$ cat config.mk
export PLATFORM = sky130hd
export DESIGN_NAME = rsps_reset_sleep
export DESIGN_NICKNAME = d
export VERILOG_FILES = /design/src/rtl/rsps_pkg.sv /design/src/rtl/rsps_sync.sv /design/src/rtl/rsps_delay_cnt.sv /design/src/rtl/rsps_reset_sleep.sv
export SDC_FILE = /design/constraint.sdc
export NUM_CORES = 1
export LEC_CHECK = 0
export ABC_AREA = 1
export BUFFER_PORTS_ARGS = -buffer_cell sky130_fd_sc_hd__buf_2
export CORE_ASPECT_RATIO = 1.25
export CORE_MARGIN = 10
export CORE_UTILIZATION = 45
export CTS_BUF_LIST = sky130_fd_sc_hd__clkbuf_16
export DETAILED_ROUTE_END_ITERATION = 7
export PLACE_DENSITY = 0.63
export SETUP_SLACK_MARGIN = 0.02
export SYNTH_ARGS = -nofsm -noshare
export SYNTH_HDL_FRONTEND = slang
export SYNTH_SLANG_ARGS = --single-unit
$ cat constraint.sdc
create_clock -name core_clk_in -period 2.15 [get_ports core_clk_in]
set_input_delay 0.43 -clock core_clk_in [delete_from_list [all_inputs] [get_ports core_clk_in]]
set_output_delay 0.43 -clock core_clk_in [all_outputs]
set_load 0.005 [all_outputs]
$ cat src/rtl/rsps_pkg.sv
// constants shared by the reset and sleep power gating block
package rsps_pkg;

  // ==========================================================
  // clock and timing
  localparam int unsigned CLK_PERIOD_NS = 10;
  localparam int unsigned EXT_MIN_PULSE_NS = 1500;
  localparam logic [7:0] EXT_MIN_CYC =
    8'((EXT_MIN_PULSE_NS + CLK_PERIOD_NS - 1) / CLK_PERIOD_NS);

  // ==========================================================
  // start-up delay selected by the fuses, in clock cycles
  localparam int DLY_W = 13;
  localparam logic [DLY_W-1:0] DLY_SEL0_CYC = 13'h0004;
  localparam logic [DLY_W-1:0] DLY_SEL1_CYC = 13'h0040;
  localparam logic [DLY_W-1:0] DLY_SEL2_CYC = 13'h0200;
  localparam logic [DLY_W-1:0] DLY_SEL3_CYC = 13'h1000;

  // ==========================================================
  // register offsets (byte addresses)
  localparam logic [7:0] ADR_CTRL = 8'h00;
  localparam logic [7:0] ADR_WAKE = 8'h04;
  localparam logic [7:0] ADR_STATUS = 8'h08;

  // ==========================================================
  // control register fields and reset values
  localparam int CTRL_MODE_LSB = 0;
  localparam int CTRL_ADC_EN_BIT = 3;
  localparam int CTRL_ACMP_EN_BIT = 4;
  localparam int CTRL_ACMP_BG_BIT = 5;
  localparam logic [7:0] CTRL_RST = 8'h00;
  localparam logic [7:0] WAKE_RST = 8'h00;

  // ==========================================================
  // status register fields
  localparam int STAT_VREF_BIT = 0;
  localparam int STAT_BUF_GATED_BIT = 1;
  localparam int STAT_EXT_CONV_BIT = 2;
  localparam int STAT_BOD_BIT = 3;
  localparam int STAT_WDT_BIT = 4;
  localparam int STAT_ACMP_BIT = 5;

  // ==========================================================
  // sleep mode codes
  localparam logic [2:0] MODE_IDLE = 3'h0;
  localparam logic [2:0] MODE_ADC_NR = 3'h1;
  localparam logic [2:0] MODE_PWR_DOWN = 3'h2;
  localparam logic [2:0] MODE_PWR_SAVE = 3'h3;
  localparam logic [2:0] MODE_STANDBY = 3'h6;

  // reset sequencer states
  typedef enum logic [1:0] {ST_HOLD, ST_STRETCH, ST_RUN} rsps_state_t;

endpackage : rsps_pkg

$ cat src/rtl/rsps_sync.sv
// three-stage pin synchroniser with agreement filter, one per bit
`timescale 1ns/100ps
`default_nettype none
module rsps_sync #(
  parameter int W = 1,
  parameter logic [W-1:0] INIT = '0
) (
  // clock and reset
  input wire logic core_clk_in,
  input wire logic resetn_in,
  // data
  input wire logic [W-1:0] async_in,
  output logic [W-1:0] sync_out
);

  // ==========================================================
  // per-bit chain
  genvar i;
  generate
    for (i = 0; i < W; i++) begin : g_bit
      logic s1;
      logic s2;
      logic s3;
      always_ff @(posedge core_clk_in) begin
        if (!resetn_in) begin
          s1 <= INIT[i];
          s2 <= INIT[i];
          s3 <= INIT[i];
          sync_out[i] <= INIT[i];
        end else begin
          s1 <= async_in[i];
          s2 <= s1;
          s3 <= s2;
          // only a level seen twice counts
          if (s2 == s3) begin
            sync_out[i] <= s3;
          end
        end
      end
    end
  endgenerate

endmodule : rsps_sync
`default_nettype wire

$ cat src/rtl/rsps_delay_cnt.sv
// reset stretch counter: counts to the selected timeout, restartable
`timescale 1ns/100ps
`default_nettype none
module rsps_delay_cnt
  import rsps_pkg::*;
(
  // clock and reset
  input wire logic core_clk_in,
  input wire logic resetn_in,
  // control
  input wire logic restart_in,
  input wire logic [DLY_W-1:0] target_in,
  output logic done_out
);

  logic [DLY_W-1:0] cnt;

  // ==========================================================
  // counter
  always_ff @(posedge core_clk_in) begin
    if (!resetn_in || restart_in) begin
      cnt <= '0;
      done_out <= 1'b0;
    end else if (!done_out) begin
      cnt <= DLY_W'(cnt + 1'b1);
      done_out <= (DLY_W'(cnt + 1'b1) == target_in);
    end
  end

endmodule : rsps_delay_cnt
`default_nettype wire

$ cat src/rtl/rsps_reset_sleep.sv
// reset sequencer and sleep power gating controller
//
// How it works
// any reset loads io registers with initial values; restart at vector
// io reset asserts immediately from raw sources, without any clock
// internal reset stretched by delay set by the start-up fuses
// power-on, external, watchdog and brown-out each assert reset
// power-on reset holds while supply is below power-on threshold
// external pin low beyond minimum pulse length gives external reset
// watchdog expiry resets only while watchdog is enabled
// brown-out resets while detector enabled and supply is low
// watchdog reset is a one-cycle pulse; its end starts the delay
// an enabled converter stays powered in every sleep mode
// converter re-enabled means the next conversion is extended
// comparator switched off in sleep modes beyond idle and noise-red
// fuse-enabled brown-out detector stays on in every sleep mode
// an enabled watchdog keeps running in every sleep mode
// reference on when detector, comparator or converter need it
// software waits for reference start-up after turning it back on
// input buffers off when both io and converter clocks stop
// wake-up pins keep their input buffers on in deep sleep
// internal reset is OR of sources, released on timeout, synchronous
// a source reappearing during the stretch restarts the delay
`timescale 1ns/100ps
`default_nettype none
module rsps_reset_sleep
  import rsps_pkg::*;
(
  // clock and reset
  input wire logic core_clk_in,
  input wire logic resetn_in,
  // reset sources
  input wire logic supply_below_por_in,
  input wire logic ext_reset_n_in,
  input wire logic wdt_timeout_in,
  input wire logic wdt_enable_in,
  input wire logic bod_supply_low_in,
  // fuses
  input wire logic brownout_detector_enable_fuse_in,
  input wire logic [1:0] startup_delay_select_fuses_in,
  // core status
  input wire logic sleep_in,
  input wire logic adc_conv_start_in,
  // register port
  input wire logic [7:0] reg_addr_in,
  input wire logic [7:0] reg_wdata_in,
  input wire logic reg_wr_in,
  input wire logic reg_rd_in,
  output logic [7:0] reg_rdata_out,
  // reset outputs
  output logic io_reset_out,
  output logic core_reset_out,
  output logic fetch_reset_vector_out,
  // power and clock gating
  output logic adc_power_out,
  output logic adc_extended_conv_out,
  output logic acomp_power_out,
  output logic bod_power_out,
  output logic wdt_power_out,
  output logic vref_power_out,
  output logic peripheral_io_clock_run_out,
  output logic converter_clock_run_out,
  output logic [7:0] input_buffer_en_out
);

  // ==========================================================
  // declarations
  logic [5:0] sync_q;
  logic ext_pin_s, por_low_s, bod_low_s, bod_fuse_s;
  logic [1:0] dly_sel_s;
  logic [7:0] ext_low_cnt;
  logic ext_src, por_src, bod_src, any_src, async_src;
  logic wdt_to_q, wdt_rst_pulse;
  rsps_state_t state, next_state;
  logic dly_restart, dly_done, reg_rst;
  logic [DLY_W-1:0] dly_target;
  logic [7:0] ctrl, wake_mask;
  logic [2:0] mode;
  logic adc_en, acmp_en, acmp_bg, adc_en_q, deep_sleep;
  logic next_io_clk, next_conv_clk, next_acomp, next_vref, next_buf_gate;

  // ==========================================================
  // pin synchronisers (fuses are static but still cross in)
  rsps_sync #(
    .W(6),
    .INIT(6'h07)
  ) u_sync (
    .core_clk_in(core_clk_in),
    .resetn_in(resetn_in),
    .async_in({startup_delay_select_fuses_in,
               brownout_detector_enable_fuse_in,
               bod_supply_low_in, supply_below_por_in, ext_reset_n_in}),
    .sync_out(sync_q)
  );

  assign ext_pin_s = sync_q[0];
  assign por_low_s = sync_q[1];
  assign bod_low_s = sync_q[2];
  assign bod_fuse_s = sync_q[3];
  assign dly_sel_s = sync_q[5:4];

  // ==========================================================
  // reset sources
  assign por_src = por_low_s;
  assign bod_src = bod_fuse_s & bod_low_s;
  assign ext_src = (ext_low_cnt == EXT_MIN_CYC);
  assign any_src = por_src | ext_src | bod_src | wdt_rst_pulse;

  // short pin glitches are filtered; only a held low counts
  always_ff @(posedge core_clk_in) begin
    if (!resetn_in || ext_pin_s) begin
      ext_low_cnt <= 8'h00;
    end else if (ext_low_cnt != EXT_MIN_CYC) begin
      ext_low_cnt <= 8'(ext_low_cnt + 8'h01);
    end
  end

  // watchdog: one pulse per timeout edge, gated by its enable
  always_ff @(posedge core_clk_in) begin
    if (!resetn_in) begin
      wdt_to_q <= 1'b0;
      wdt_rst_pulse <= 1'b0;
    end else begin
      wdt_to_q <= wdt_timeout_in;
      wdt_rst_pulse <= wdt_timeout_in & ~wdt_to_q & wdt_enable_in;
    end
  end

  // ==========================================================
  // asynchronous io reset
  // raw pins feed the async set so ports clear with no clock running
  assign async_src = supply_below_por_in | ~ext_reset_n_in |
                     (brownout_detector_enable_fuse_in & bod_supply_low_in);

  always_ff @(posedge core_clk_in or posedge async_src) begin
    if (async_src) begin
      io_reset_out <= 1'b1;
    end else if (!resetn_in) begin
      io_reset_out <= 1'b1;
    end else begin
      io_reset_out <= (next_state != ST_RUN);
    end
  end

  // ==========================================================
  // delay select and stretch counter
  always_comb begin
    unique case (dly_sel_s)
      2'h0: dly_target = DLY_SEL0_CYC;
      2'h1: dly_target = DLY_SEL1_CYC;
      2'h2: dly_target = DLY_SEL2_CYC;
      2'h3: dly_target = DLY_SEL3_CYC;
    endcase
  end

  // the counter runs only while every source is quiet
  assign dly_restart = (state != ST_STRETCH) | any_src;

  rsps_delay_cnt u_dly (
    .core_clk_in(core_clk_in),
    .resetn_in(resetn_in),
    .restart_in(dly_restart),
    .target_in(dly_target),
    .done_out(dly_done)
  );

  // ==========================================================
  // reset sequencer
  always_comb begin
    next_state = state;
    unique case (state)
      ST_HOLD: begin
        if (!any_src) begin
          next_state = ST_STRETCH;
        end
      end
      ST_STRETCH: begin
        if (any_src) begin
          next_state = ST_HOLD;
        end else if (dly_done) begin
          next_state = ST_RUN;
        end
      end
      ST_RUN: begin
        if (any_src) begin
          next_state = ST_HOLD;
        end
      end
    endcase
  end

  always_ff @(posedge core_clk_in) begin
    if (!resetn_in) begin
      state <= ST_HOLD;
      core_reset_out <= 1'b1;
      fetch_reset_vector_out <= 1'b0;
    end else begin
      state <= next_state;
      core_reset_out <= (next_state != ST_RUN);
      fetch_reset_vector_out <= (state != ST_RUN) &&
                                (next_state == ST_RUN);
    end
  end

  // ==========================================================
  // registers; the internal reset clears them like any io register
  assign reg_rst = !resetn_in || core_reset_out;
  assign mode = ctrl[CTRL_MODE_LSB +: 3];
  assign adc_en = ctrl[CTRL_ADC_EN_BIT];
  assign acmp_en = ctrl[CTRL_ACMP_EN_BIT];
  assign acmp_bg = ctrl[CTRL_ACMP_BG_BIT];

  always_ff @(posedge core_clk_in) begin
    if (reg_rst) begin
      ctrl <= CTRL_RST;
      wake_mask <= WAKE_RST;
    end else if (reg_wr_in) begin
      if (reg_addr_in == ADR_CTRL) begin
        ctrl <= {2'h0, reg_wdata_in[5:0]};
      end
      if (reg_addr_in == ADR_WAKE) begin
        wake_mask <= reg_wdata_in;
      end
    end
  end

  // read data stand for the one cycle after the strobe only
  always_ff @(posedge core_clk_in) begin
    if (!resetn_in) begin
      reg_rdata_out <= 8'h00;
    end else if (reg_rd_in) begin
      unique case (reg_addr_in)
        ADR_CTRL: reg_rdata_out <= ctrl;
        ADR_WAKE: reg_rdata_out <= wake_mask;
        ADR_STATUS: begin
          reg_rdata_out <= 8'h00;
          reg_rdata_out[STAT_VREF_BIT] <= vref_power_out;
          reg_rdata_out[STAT_BUF_GATED_BIT] <= next_buf_gate;
          reg_rdata_out[STAT_EXT_CONV_BIT] <= adc_extended_conv_out;
          reg_rdata_out[STAT_BOD_BIT] <= bod_power_out;
          reg_rdata_out[STAT_WDT_BIT] <= wdt_power_out;
          reg_rdata_out[STAT_ACMP_BIT] <= acomp_power_out;
        end
        default: reg_rdata_out <= 8'h00;
      endcase
    end else begin
      reg_rdata_out <= 8'h00;
    end
  end

  // ==========================================================
  // sleep gating
  assign deep_sleep = sleep_in && (mode != MODE_IDLE) &&
                      (mode != MODE_ADC_NR);
  assign next_io_clk = !sleep_in || (mode == MODE_IDLE);
  assign next_conv_clk = !sleep_in || (mode == MODE_IDLE) ||
                         (mode == MODE_ADC_NR);
  assign next_buf_gate = !next_io_clk && !next_conv_clk;
  assign next_acomp = acmp_en && !deep_sleep;
  // reference follows its three users; deep sleep drops it only by switching off the comparator
  assign next_vref = bod_fuse_s | (next_acomp & acmp_bg) | adc_en;

  always_ff @(posedge core_clk_in) begin
    if (!resetn_in) begin
      adc_power_out <= 1'b0;
      acomp_power_out <= 1'b0;
      bod_power_out <= 1'b0;
      wdt_power_out <= 1'b0;
      vref_power_out <= 1'b0;
      peripheral_io_clock_run_out <= 1'b1;
      converter_clock_run_out <= 1'b1;
    end else begin
      adc_power_out <= adc_en;
      acomp_power_out <= next_acomp;
      bod_power_out <= bod_fuse_s;
      wdt_power_out <= wdt_enable_in;
      vref_power_out <= next_vref;
      peripheral_io_clock_run_out <= next_io_clk;
      converter_clock_run_out <= next_conv_clk;
    end
  end

  genvar i;
  generate
    for (i = 0; i < 8; i++) begin : g_buf
      always_ff @(posedge core_clk_in) begin
        if (!resetn_in) begin
          input_buffer_en_out[i] <= 1'b1;
        end else begin
          input_buffer_en_out[i] <= !next_buf_gate || wake_mask[i];
        end
      end
    end
  endgenerate

  // ==========================================================
  // extended conversion flag; a new enable beats a start clearing it
  always_ff @(posedge core_clk_in) begin
    if (!resetn_in) begin
      adc_en_q <= 1'b0;
      adc_extended_conv_out <= 1'b0;
    end else begin
      adc_en_q <= adc_en;
      if (adc_en && !adc_en_q) begin
        adc_extended_conv_out <= 1'b1;
      end else if (adc_conv_start_in) begin
        adc_extended_conv_out <= 1'b0;
      end
    end
  end

  // ==========================================================
  // assertions
  a_io_reset_async: assert property (@(posedge core_clk_in)
    disable iff (!resetn_in) async_src |-> io_reset_out)
    else $error("io reset not asserted by a raw source");
  a_source_holds_core: assert property (@(posedge core_clk_in)
    disable iff (!resetn_in) any_src |=> core_reset_out && state == ST_HOLD)
    else $error("active source did not hold internal reset");
  a_por_reset: assert property (@(posedge core_clk_in)
    disable iff (!resetn_in) por_low_s |=> core_reset_out)
    else $error("power-on reset missing");
  a_ext_min_pulse: assert property (@(posedge core_clk_in)
    disable iff (!resetn_in) $rose(ext_src) |-> $past(!ext_pin_s, 1) &&
    $past(ext_low_cnt) == 8'(EXT_MIN_CYC - 8'h01))
    else $error("external reset taken before minimum pulse");
  a_wdt_gate: assert property (@(posedge core_clk_in)
    disable iff (!resetn_in) wdt_rst_pulse |-> $past(wdt_enable_in))
    else $error("watchdog reset while watchdog disabled");
  a_bod_reset: assert property (@(posedge core_clk_in)
    disable iff (!resetn_in) (bod_fuse_s && bod_low_s) |=> core_reset_out)
    else $error("brown-out reset missing");
  a_wdt_one_cycle: assert property (@(posedge core_clk_in)
    disable iff (!resetn_in) wdt_rst_pulse |=> !wdt_rst_pulse ##1
    (state == ST_STRETCH || $past(any_src)))
    else $error("watchdog pulse not one cycle or no stretch");
  a_release_timeout: assert property (@(posedge core_clk_in)
    disable iff (!resetn_in) $fell(core_reset_out) |->
    $past(dly_done) && $past(state) == ST_STRETCH && fetch_reset_vector_out)
    else $error("reset released before delay timeout");
  a_restart_delay: assert property (@(posedge core_clk_in)
    disable iff (!resetn_in) (state == ST_STRETCH && any_src) |=>
    state == ST_HOLD ##1 !dly_done)
    else $error("delay not restarted by new source");
  a_adc_in_sleep: assert property (@(posedge core_clk_in)
    disable iff (!resetn_in) (adc_en && sleep_in) |=> adc_power_out)
    else $error("converter switched off by sleep");
  a_ext_conv_flag: assert property (@(posedge core_clk_in)
    disable iff (!resetn_in) (adc_en && !adc_en_q) |=> adc_extended_conv_out)
    else $error("extended conversion not flagged");
  a_acomp_deep_off: assert property (@(posedge core_clk_in)
    disable iff (!resetn_in) deep_sleep |=> !acomp_power_out)
    else $error("comparator left on in deep sleep");
  a_vref_users: assert property (@(posedge core_clk_in)
    disable iff (!resetn_in) vref_power_out ==
    (bod_power_out || adc_power_out || (acomp_power_out && $past(acmp_bg))))
    else $error("reference does not follow its users");
  a_buf_wake_pin: assert property (@(posedge core_clk_in)
    disable iff (!resetn_in) (wake_mask != 8'h00) |=>
    (input_buffer_en_out & $past(wake_mask)) == $past(wake_mask))
    else $error("wake pin buffer disabled");

endmodule : rsps_reset_sleep
`default_nettype wire

# == Word level (Yosys, flattened, before mapping) ==
# Index checks and enable logic that the tools add are counted.
# totals
reg_bits,91
in_bits,30
# op_classes
n_addsub,2
n_eq_ne,22
mux,11
bitwise_logic,15
n_reduce_logical,35
# ops
cell,n
one-hot mux 13 bit (4 select lines),1
one-hot mux 8 bit (3 select lines),1
"adder 13 x 1 -> 13 bit, second input constant",1
equality test 13 bit,1
logical OR 1 bit,13
"adder 8 x 1 -> 8 bit, second input constant",1
"equality test 2 bit, second input constant",4
"equality test 8 x 3 -> 1 bit, second input constant",1
"equality test 8 x 4 -> 1 bit, second input constant",1
"equality test 8 bit, second input constant",1
logical NOT 8 bit,1
2-to-1 mux 2 bit,4
"!= test 8 bit, second input constant",1
OR 1 bit,8
logical NOT 1 bit,7
equality test 1 bit,6
logical AND 1 bit,6
one-hot mux 2 bit (3 select lines),1
AND reduction 2 bit,3
bitwise AND 1 bit,5
"equality test 2 x 1 -> 1 bit, second input constant",2
logical NOT 2 bit,2
2-to-1 mux 1 bit,4
"!= test 2 bit, second input constant",2
7 further kinds,8

# == Logic depth before layout (Yosys ltp) ==
# Gate-level depths: netlist of run 1.
# depth
depth_word,8
depth_mapped,12
ltp_nobuf,12

# == By module ==
# From an unflattened synthesis of run 1, not the netlist that was laid out.
# hier_totals
cells_unflattened,546
area_unflattened_um2,3941.3
# by_module_without_submodules
mod,instances,cells_each,area_each_um2,seq_area_each_um2
rsps_reset_sleep,1,264,2093.3,1067.3
rsps_delay_cnt,1,190,1093.5,280.3
rsps_sync,1,92,754.5,480.5

# == Least setup slack after synthesis of run 1 ==
# OpenSTA, ideal clock, no wires.
# synth_path
kind,input to register
start,input reg_addr_in[1]
end,register wake_mask[4]
setup_ns,0.120
t_arrival_ns,1.395
slack_ns,0.635
cell_stages,8
cell_sequence,or2_1 inv_2 nand4_1 nor2_2 inv_2 buf_2 o21ai_1 a21oi_1
# synth_between
elab_chain_len,2
# synth_rtl
item,line_no,text
from (decl),rsps_reset_sleep.sv:45,"input wire logic [7:0] reg_addr_in,"
equality test 8 x 3 -> 1 bit,rsps_reset_sleep.sv:221,if (reg_addr_in == ADR_WAKE) begin
AND reduction 2 bit (no source line),--,
to (signal assigned),rsps_reset_sleep.sv:222,wake_mask <= reg_wdata_in;
to (decl),rsps_reset_sleep.sv:77,"logic [7:0] ctrl, wake_mask;"
# Every way passes these cells.
# A chain may end at the register's enable or synchronous reset.

# == Final worst setup path of run 1 ==
# layout_path
start,register ext_low_cnt[0]
end,register u_dly.cnt[8]
# layout_between
elab_chain_len,6
# layout_rtl
item,line_no,text
from (decl),rsps_reset_sleep.sv:71,logic [7:0] ext_low_cnt;
from (signal assigned),rsps_reset_sleep.sv:114,ext_low_cnt <= 8'(ext_low_cnt + 8'h01);
equality test 8 bit,rsps_reset_sleep.sv:106,assign ext_src = (ext_low_cnt == EXT_MIN_CYC);
OR 1 bit (3 in series),rsps_reset_sleep.sv:107,assign any_src = por_src | ext_src | bod_src | wdt_rst_pulse;
OR 1 bit,rsps_reset_sleep.sv:157,assign dly_restart = (state != ST_STRETCH) | any_src;
logical OR 1 bit,rsps_delay_cnt.sv:21,if (!resetn_in || restart_in) begin
to (signal assigned),rsps_delay_cnt.sv:25,cnt <= DLY_W'(cnt + 1'b1);
to (decl),rsps_delay_cnt.sv:16,logic [DLY_W-1:0] cnt;
# Every way passes these cells.

==> metrics, run 1 <==
most common cell in the netlist=nand2_1; final hold viol count=0; Comb pwr share=2.2%; worst-skew pair later-pin latency=0.34 ns; clock slew at reported path FFs=0.07 ns; Post-DRT Antenna Nets=0; Synth cell types=36; YS warnings=0; Synth Flop Type=dfxtp_1; Tightest Pin Transition=0.731 ns; # nets final=574; # setup viols final=0; post-synthesis sequential area ratio=50.0%; EDFF count, synth=0; post-synthesis instance total=475; Resized cells post-CTS=0; max-cap check violation count=0; IO buf count=56; Hold Crit Class=primary input to async pin; worst reg2reg path depth=9; fin crit period=1.76 ns; Sequential Power Share=51.6%; gr ovfl total=0; CP Max Fanout=9; Inserted Clock Buffers=9; Leakage=0.00190 µW; # DRC=0; cts hold-fix bufs=0; internal reg-to-reg setup slack=0.39 ns; Via density=4.86; Starting DRT DRC Count=86; Placed Area=4050 µm²; ys async rst share=1.10%; Post-synth top cells=nand2_1 (108), dfxtp_1 (90), inv_1 (69), nor2_1 (37), a21oi_1 (34); Internal=2550 µW; relative slew slack=51.1%; final worst path period share=81.8%; status=complete, no violations; share of the synthesized area in the top cell type=49.3%; clock share of power=46.3%; Area Overhead vs Synth=18.9%; P_sw=761 µW; Initial Util=46.6%; Synth area leader=dfxtp_1; Setup CP Type=register to register; global placer's final weighted congestion=0.834; Antenna diodes=0; syn nets=511; CTS Sinks=91; clock root cell=clkbuf_16; Post-Place Setup Slack=0.393 ns; Power Total=3310 µW; average cell area after synthesis=7.69 µm²; CTS H-tree lvls=3; final setup margin=0.391 ns; Die Footprint=12100 µm²; height of the die=121 µm; first-pass GRT wire length=13.4 mm; f_max=569 MHz; Pre-antenna DRT Iters=4; setup TNS=0 ns; largest cells by area after synthesis=dfxtp_1 (49%), nand2_1 (11%), inv_1 (7.1%); # rows=36; RR Endpoint=u_dly.cnt[8]; Tot GR Track Use=13.3%; PwrDens=762 nW/µm²; final instance area=4350 µm²; Via Count=3103; half-perimeter wire length after placement=6.04 mm; routed len/inst=12.2 µm; CP Capture Type=register; WP data required=2.40 ns; Syn Std Cell Area=3650 µm²; number of synthesized register bits=91; Core Area=7840 µm²; CTS max path bufs=2; I/O Pins=57; Setup crit start kind=register; vias in the first global route=3016; CTS tree=yes; total wire length=7.78 mm; critical path data arrival time=2.01 ns; VDD IR-drop max=0.465 mV; post-CTS setup buffers=0; sw frac=23.0%; share of cells above drive strength 1=20.4%; R2R Path Start=ext_low_cnt[0]; Die X=101 µm; RSZ-0062 raised after global routing=no; Pins Over Slew Limit=0; initial antenna violation count=0; largest net degree at the start of global routing=20; clock skew=0.00669 ns
-- worst max path at each step --
stage | endpoint | from | slack, ns
5_1_grt | u_dly.cnt[8] | ext_low_cnt[0] | 0.17
3_5_place_dp | wake_mask[1] | reg_addr_in[1] | 0.39
2_1_floorplan | wake_mask[4] | reg_addr_in[1] | 0.64
4_1_cts | u_dly.cnt[8] | ext_low_cnt[0] | 0.39
3_3_place_gp | wake_mask[2] | reg_addr_in[1] | 0.41
6_report | u_dly.cnt[8] | ext_low_cnt[0] | 0.39
-- power by group through the flow --
stage / sequential [µW] / combinational, µW / clock (µW)
detailed placement: 1750 / 72.6 / 0
global route: 1710 / 83.5 / 1630
CTS: 1710 / 72.7 / 1560
floorplan: 1740 / 34.0 / 0
global placement: 1750 / 71.5 / 0
finish: 1710 / 72.0 / 1530
-- sequential cells by signal (all words and copies together), names as in the netlist, 2 cells and up --
register	count
ctrl	6
ext_low_cnt	8
input_buffer_en_out	8
reg_rdata_out	8
state	2
u_dly.cnt	13
u_sync.g_bit.s1	6
u_sync.g_bit.s2	6
u_sync.g_bit.s3	6
u_sync.sync_out	6
wake_mask	8
-- metrics by stage --
stage                     hold WS, ns  utilization (%)  instances
after global routing            0.256             55.5        638
after floorplan                 0.373                -        475
after global placement          0.376             51.7        622
final                           0.238             55.5        638
after CTS                       0.241             55.5        638
after detailed placement        0.383             51.7        622
-- final cells by class --
| type | count | area, µm² |
|---|---|---|
| Inverter | 75 | 282 |
| Timing Repair Buffer | 60 | 310 |
| Sequential cell | 91 | 1830 |
| Multi-Input combinational cell | 301 | 1510 |
| Tap cell | 95 | 119 |
| Clock buffer | 9 | 225 |
| Fill cell | 797 | 3490 |
| Clock inverter | 7 | 70.1 |
-- critical path, cell delays in order, from the launching register on --
cell and delay [ns]:
dfxtp_1 0.38, inv_1 0.06, ha_1 0.19, nand2_1 0.06, nor2_1 0.04, nand2_2 0.13, nand3_1 0.14, nor2_2 0.29
inv_2 0.14, a211oi_1 0.23
-- cell families after synthesis --
logic type / synth area share, %
AND/OR/NAND/NOR: 25.9
flip-flops: 50.0
AO/OA/AOI/OAI: 12.4
buffers and inverters: 8.59
adder cells (fa/ha/maj): 2.05
XOR/XNOR: 0.959
-- placed cells by master (no fill, tap or decap), drive strengths merged, types with 2 or more instances in the layout --
| cell | instances |
|---|---|
| nand2 | 113 |
| dfxtp | 90 |
| inv | 79 |
| buf | 60 |
| nor2 | 47 |
| a21oi | 35 |
| o21ai | 32 |
| nand3 | 18 |
| or2 | 12 |
| clkbuf | 9 |
| nand4 | 7 |
| ha | 6 |
| nor3 | 5 |
| a31oi | 5 |
| nand3b | 4 |
| o221ai | 3 |
| xor2 | 3 |
| a211oi | 3 |
| o22ai | 2 |
| nor3b | 2 |
| clkinv | 2 |
-- metal layers --
metal  global-route usage, %  share of wire, %
met1                    15.1                43
met2                    22.0                48
met3                    3.59               6.1
met4                    7.43               2.8
met5                       0                 0
(Power assumes the default switching activity.)
==> run 2, diff against run 1 <==
==> constraint.sdc (replaced) <==
create_clock -name core_clk_in -period 1.65 [get_ports core_clk_in]
set_input_delay 0.33 -clock core_clk_in [delete_from_list [all_inputs] [get_ports core_clk_in]]
set_output_delay 0.33 -clock core_clk_in [all_outputs]
set_load 0.005 [all_outputs]
==> metrics, run 2 (same netlist as run 1, synthesis figures left out) <==
CTS H-tree lvls=3; # nets final=588; CP dominant cell by count=nand2_1; status=complete, no violations; Inst Count DP=634; final hold viol count=0; WP data required=1.93 ns; max-cap check violation count=0; WP buf/inv=0; R2R Path Start=u_dly.cnt[0]; Largest Register=u_dly.cnt; f_max=671 MHz; height of the die=121 µm; Tightest Pin Transition=0.740 ns; global placer's final weighted congestion=0.847; clock skew=0.00716 ns; cts hold-fix bufs=0; fin crit period=1.49 ns; Starting DRT DRC Count=103; Die Footprint=12100 µm²; first-pass GRT wire length=13.3 mm; Tot GR Track Use=13.3%; critical path data arrival time=1.76 ns; Post-DRT Antenna Nets=0; # rows=36; Via Count=3148; final setup margin=0.161 ns; largest net degree at the start of global routing=20; # setup viols final=0; worst-skew pair later-pin latency=0.34 ns; share of cells above drive strength 1=24.4%; slowest stage cell, crit path=dfxtp_1; setup TNS=0 ns; slowest stage delay, CP=0.38 ns; Setup CP Type=register to register; Initial Util=46.6%; relative slew slack=50.5%; IO buf count=56; vias in the first global route=3005; Leakage=0.00197 µW; final worst path period share=90.3%; CTS tree=yes; # DRC=0; CP Cell Sequence=ha_4 -> nand2_4 -> nor2_4 -> nand2_1 -> nand2_1 -> nand2_1 -> nor2_2 -> nand2_1 -> nor2_1 -> nand2_1 -> a21oi_2; Setup crit start kind=register; CP Capture Type=register; Hold Crit Class=primary input to async pin; CTS max path bufs=2; routed len/inst=12.3 µm; Via density=4.83; RSZ-0062 raised after global routing=no; max reg flops=13; Placed Area=4140 µm²; Worst Setup SP=u_dly.cnt[0]; Pins Over Slew Limit=0; VDD IR-drop max=1.13 mV; half-perimeter wire length after placement=6.12 mm; clock root cell=clkbuf_16; most frequent cells in the layout=nand2_1 (107), dfxtp_1 (85), inv_1 (69); Inserted Clock Buffers=9; final instance area=4520 µm²; Pre-antenna DRT Iters=4; Post-Place Setup Slack=0.0782 ns; Die X=101 µm; gr ovfl total=0; Final Non-Filler Cells=652; clock slew at reported path FFs=0.07 ns; Final Util=57.6%; initial antenna violation count=0; critical path's top delay family=simple AND/OR/NAND/NOR gates; CTS Sinks=91; Area Overhead vs Synth=23.6%; I/O Pins=57; CP Max Fanout=5; Antenna diodes=0; most common cell after layout, fill and taps aside=nand2_1; total wire length=8.03 mm; PwrDens=965 nW/µm²; Core Area=7840 µm²
-- run 2: cell count changes in the layout (fill, tap and decap cells not counted), sizes merged --
cell	before	now
buf	60	74
clkinv	2	3
clkinvlp	1	0
-- run 2: area by class of cell --
type | instances | area, µm²
Inverter | 75 | 282
Sequential cell | 91 | 1830
Fill cell | 746 | 3320
Multi-Input combinational cell | 301 | 1560
Tap cell | 95 | 119
Timing Repair Buffer | 74 | 419
Clock buffer | 9 | 225
Clock inverter | 7 | 78.8
-- run 2: layer usage --
metal	vias up	wire, µm	track usage (%)
met3	10	485	4.50
met4	0	134	5.31
met5	-	0	0
met1	1398	3540	14.9
met2	68	3880	22.6
li1	1672	-	-
-- run 2: stage by stage --
stage	hold slack, ns	total power, µW
after floorplan	0.373	2320
after detailed placement	0.391	2370
after global routing	0.163	4530
after global placement	0.381	2370
final	0.148	4360
after CTS	0.145	4420
-- run 2: worst min-delay path, stage by stage --
cell	delay (ns)
buf_2	0.07
inv_1	0.04
a211oi_1	0.19
-- run 2: what timing repair did --
action,4_1_cts,5_1_grt
gates resized for setup,0,16
endpoints found under the hold margin,0,0
setup buffers,0,2
setup endpoints to repair,0,16
-- run 2: path summary, 6_finish.rpt --
| check | to | slack [ns] | cells past startpoint |
|---|---|---|---|
| min in group core_clk_in | u_sync.g_bit[4].s1 | 0.17 | 3 |
| worst max register to register | u_dly.done_out | 0.16 | 11 |
| max in group asynchronous | io_reset_out | 1.43 | 2 |
| worst min register to register | wdt_rst_pulse | 0.39 | 1 |
| worst max-delay path | u_dly.done_out | 0.16 | 11 |
| worst min-delay path | io_reset_out | 0.15 | 3 |
-- run 2: where the power goes --
group / switching (µW) / internal [µW]
logic: 52.1 / 44.7
registers: 7.76 / 2220
clock network: 954 / 1080
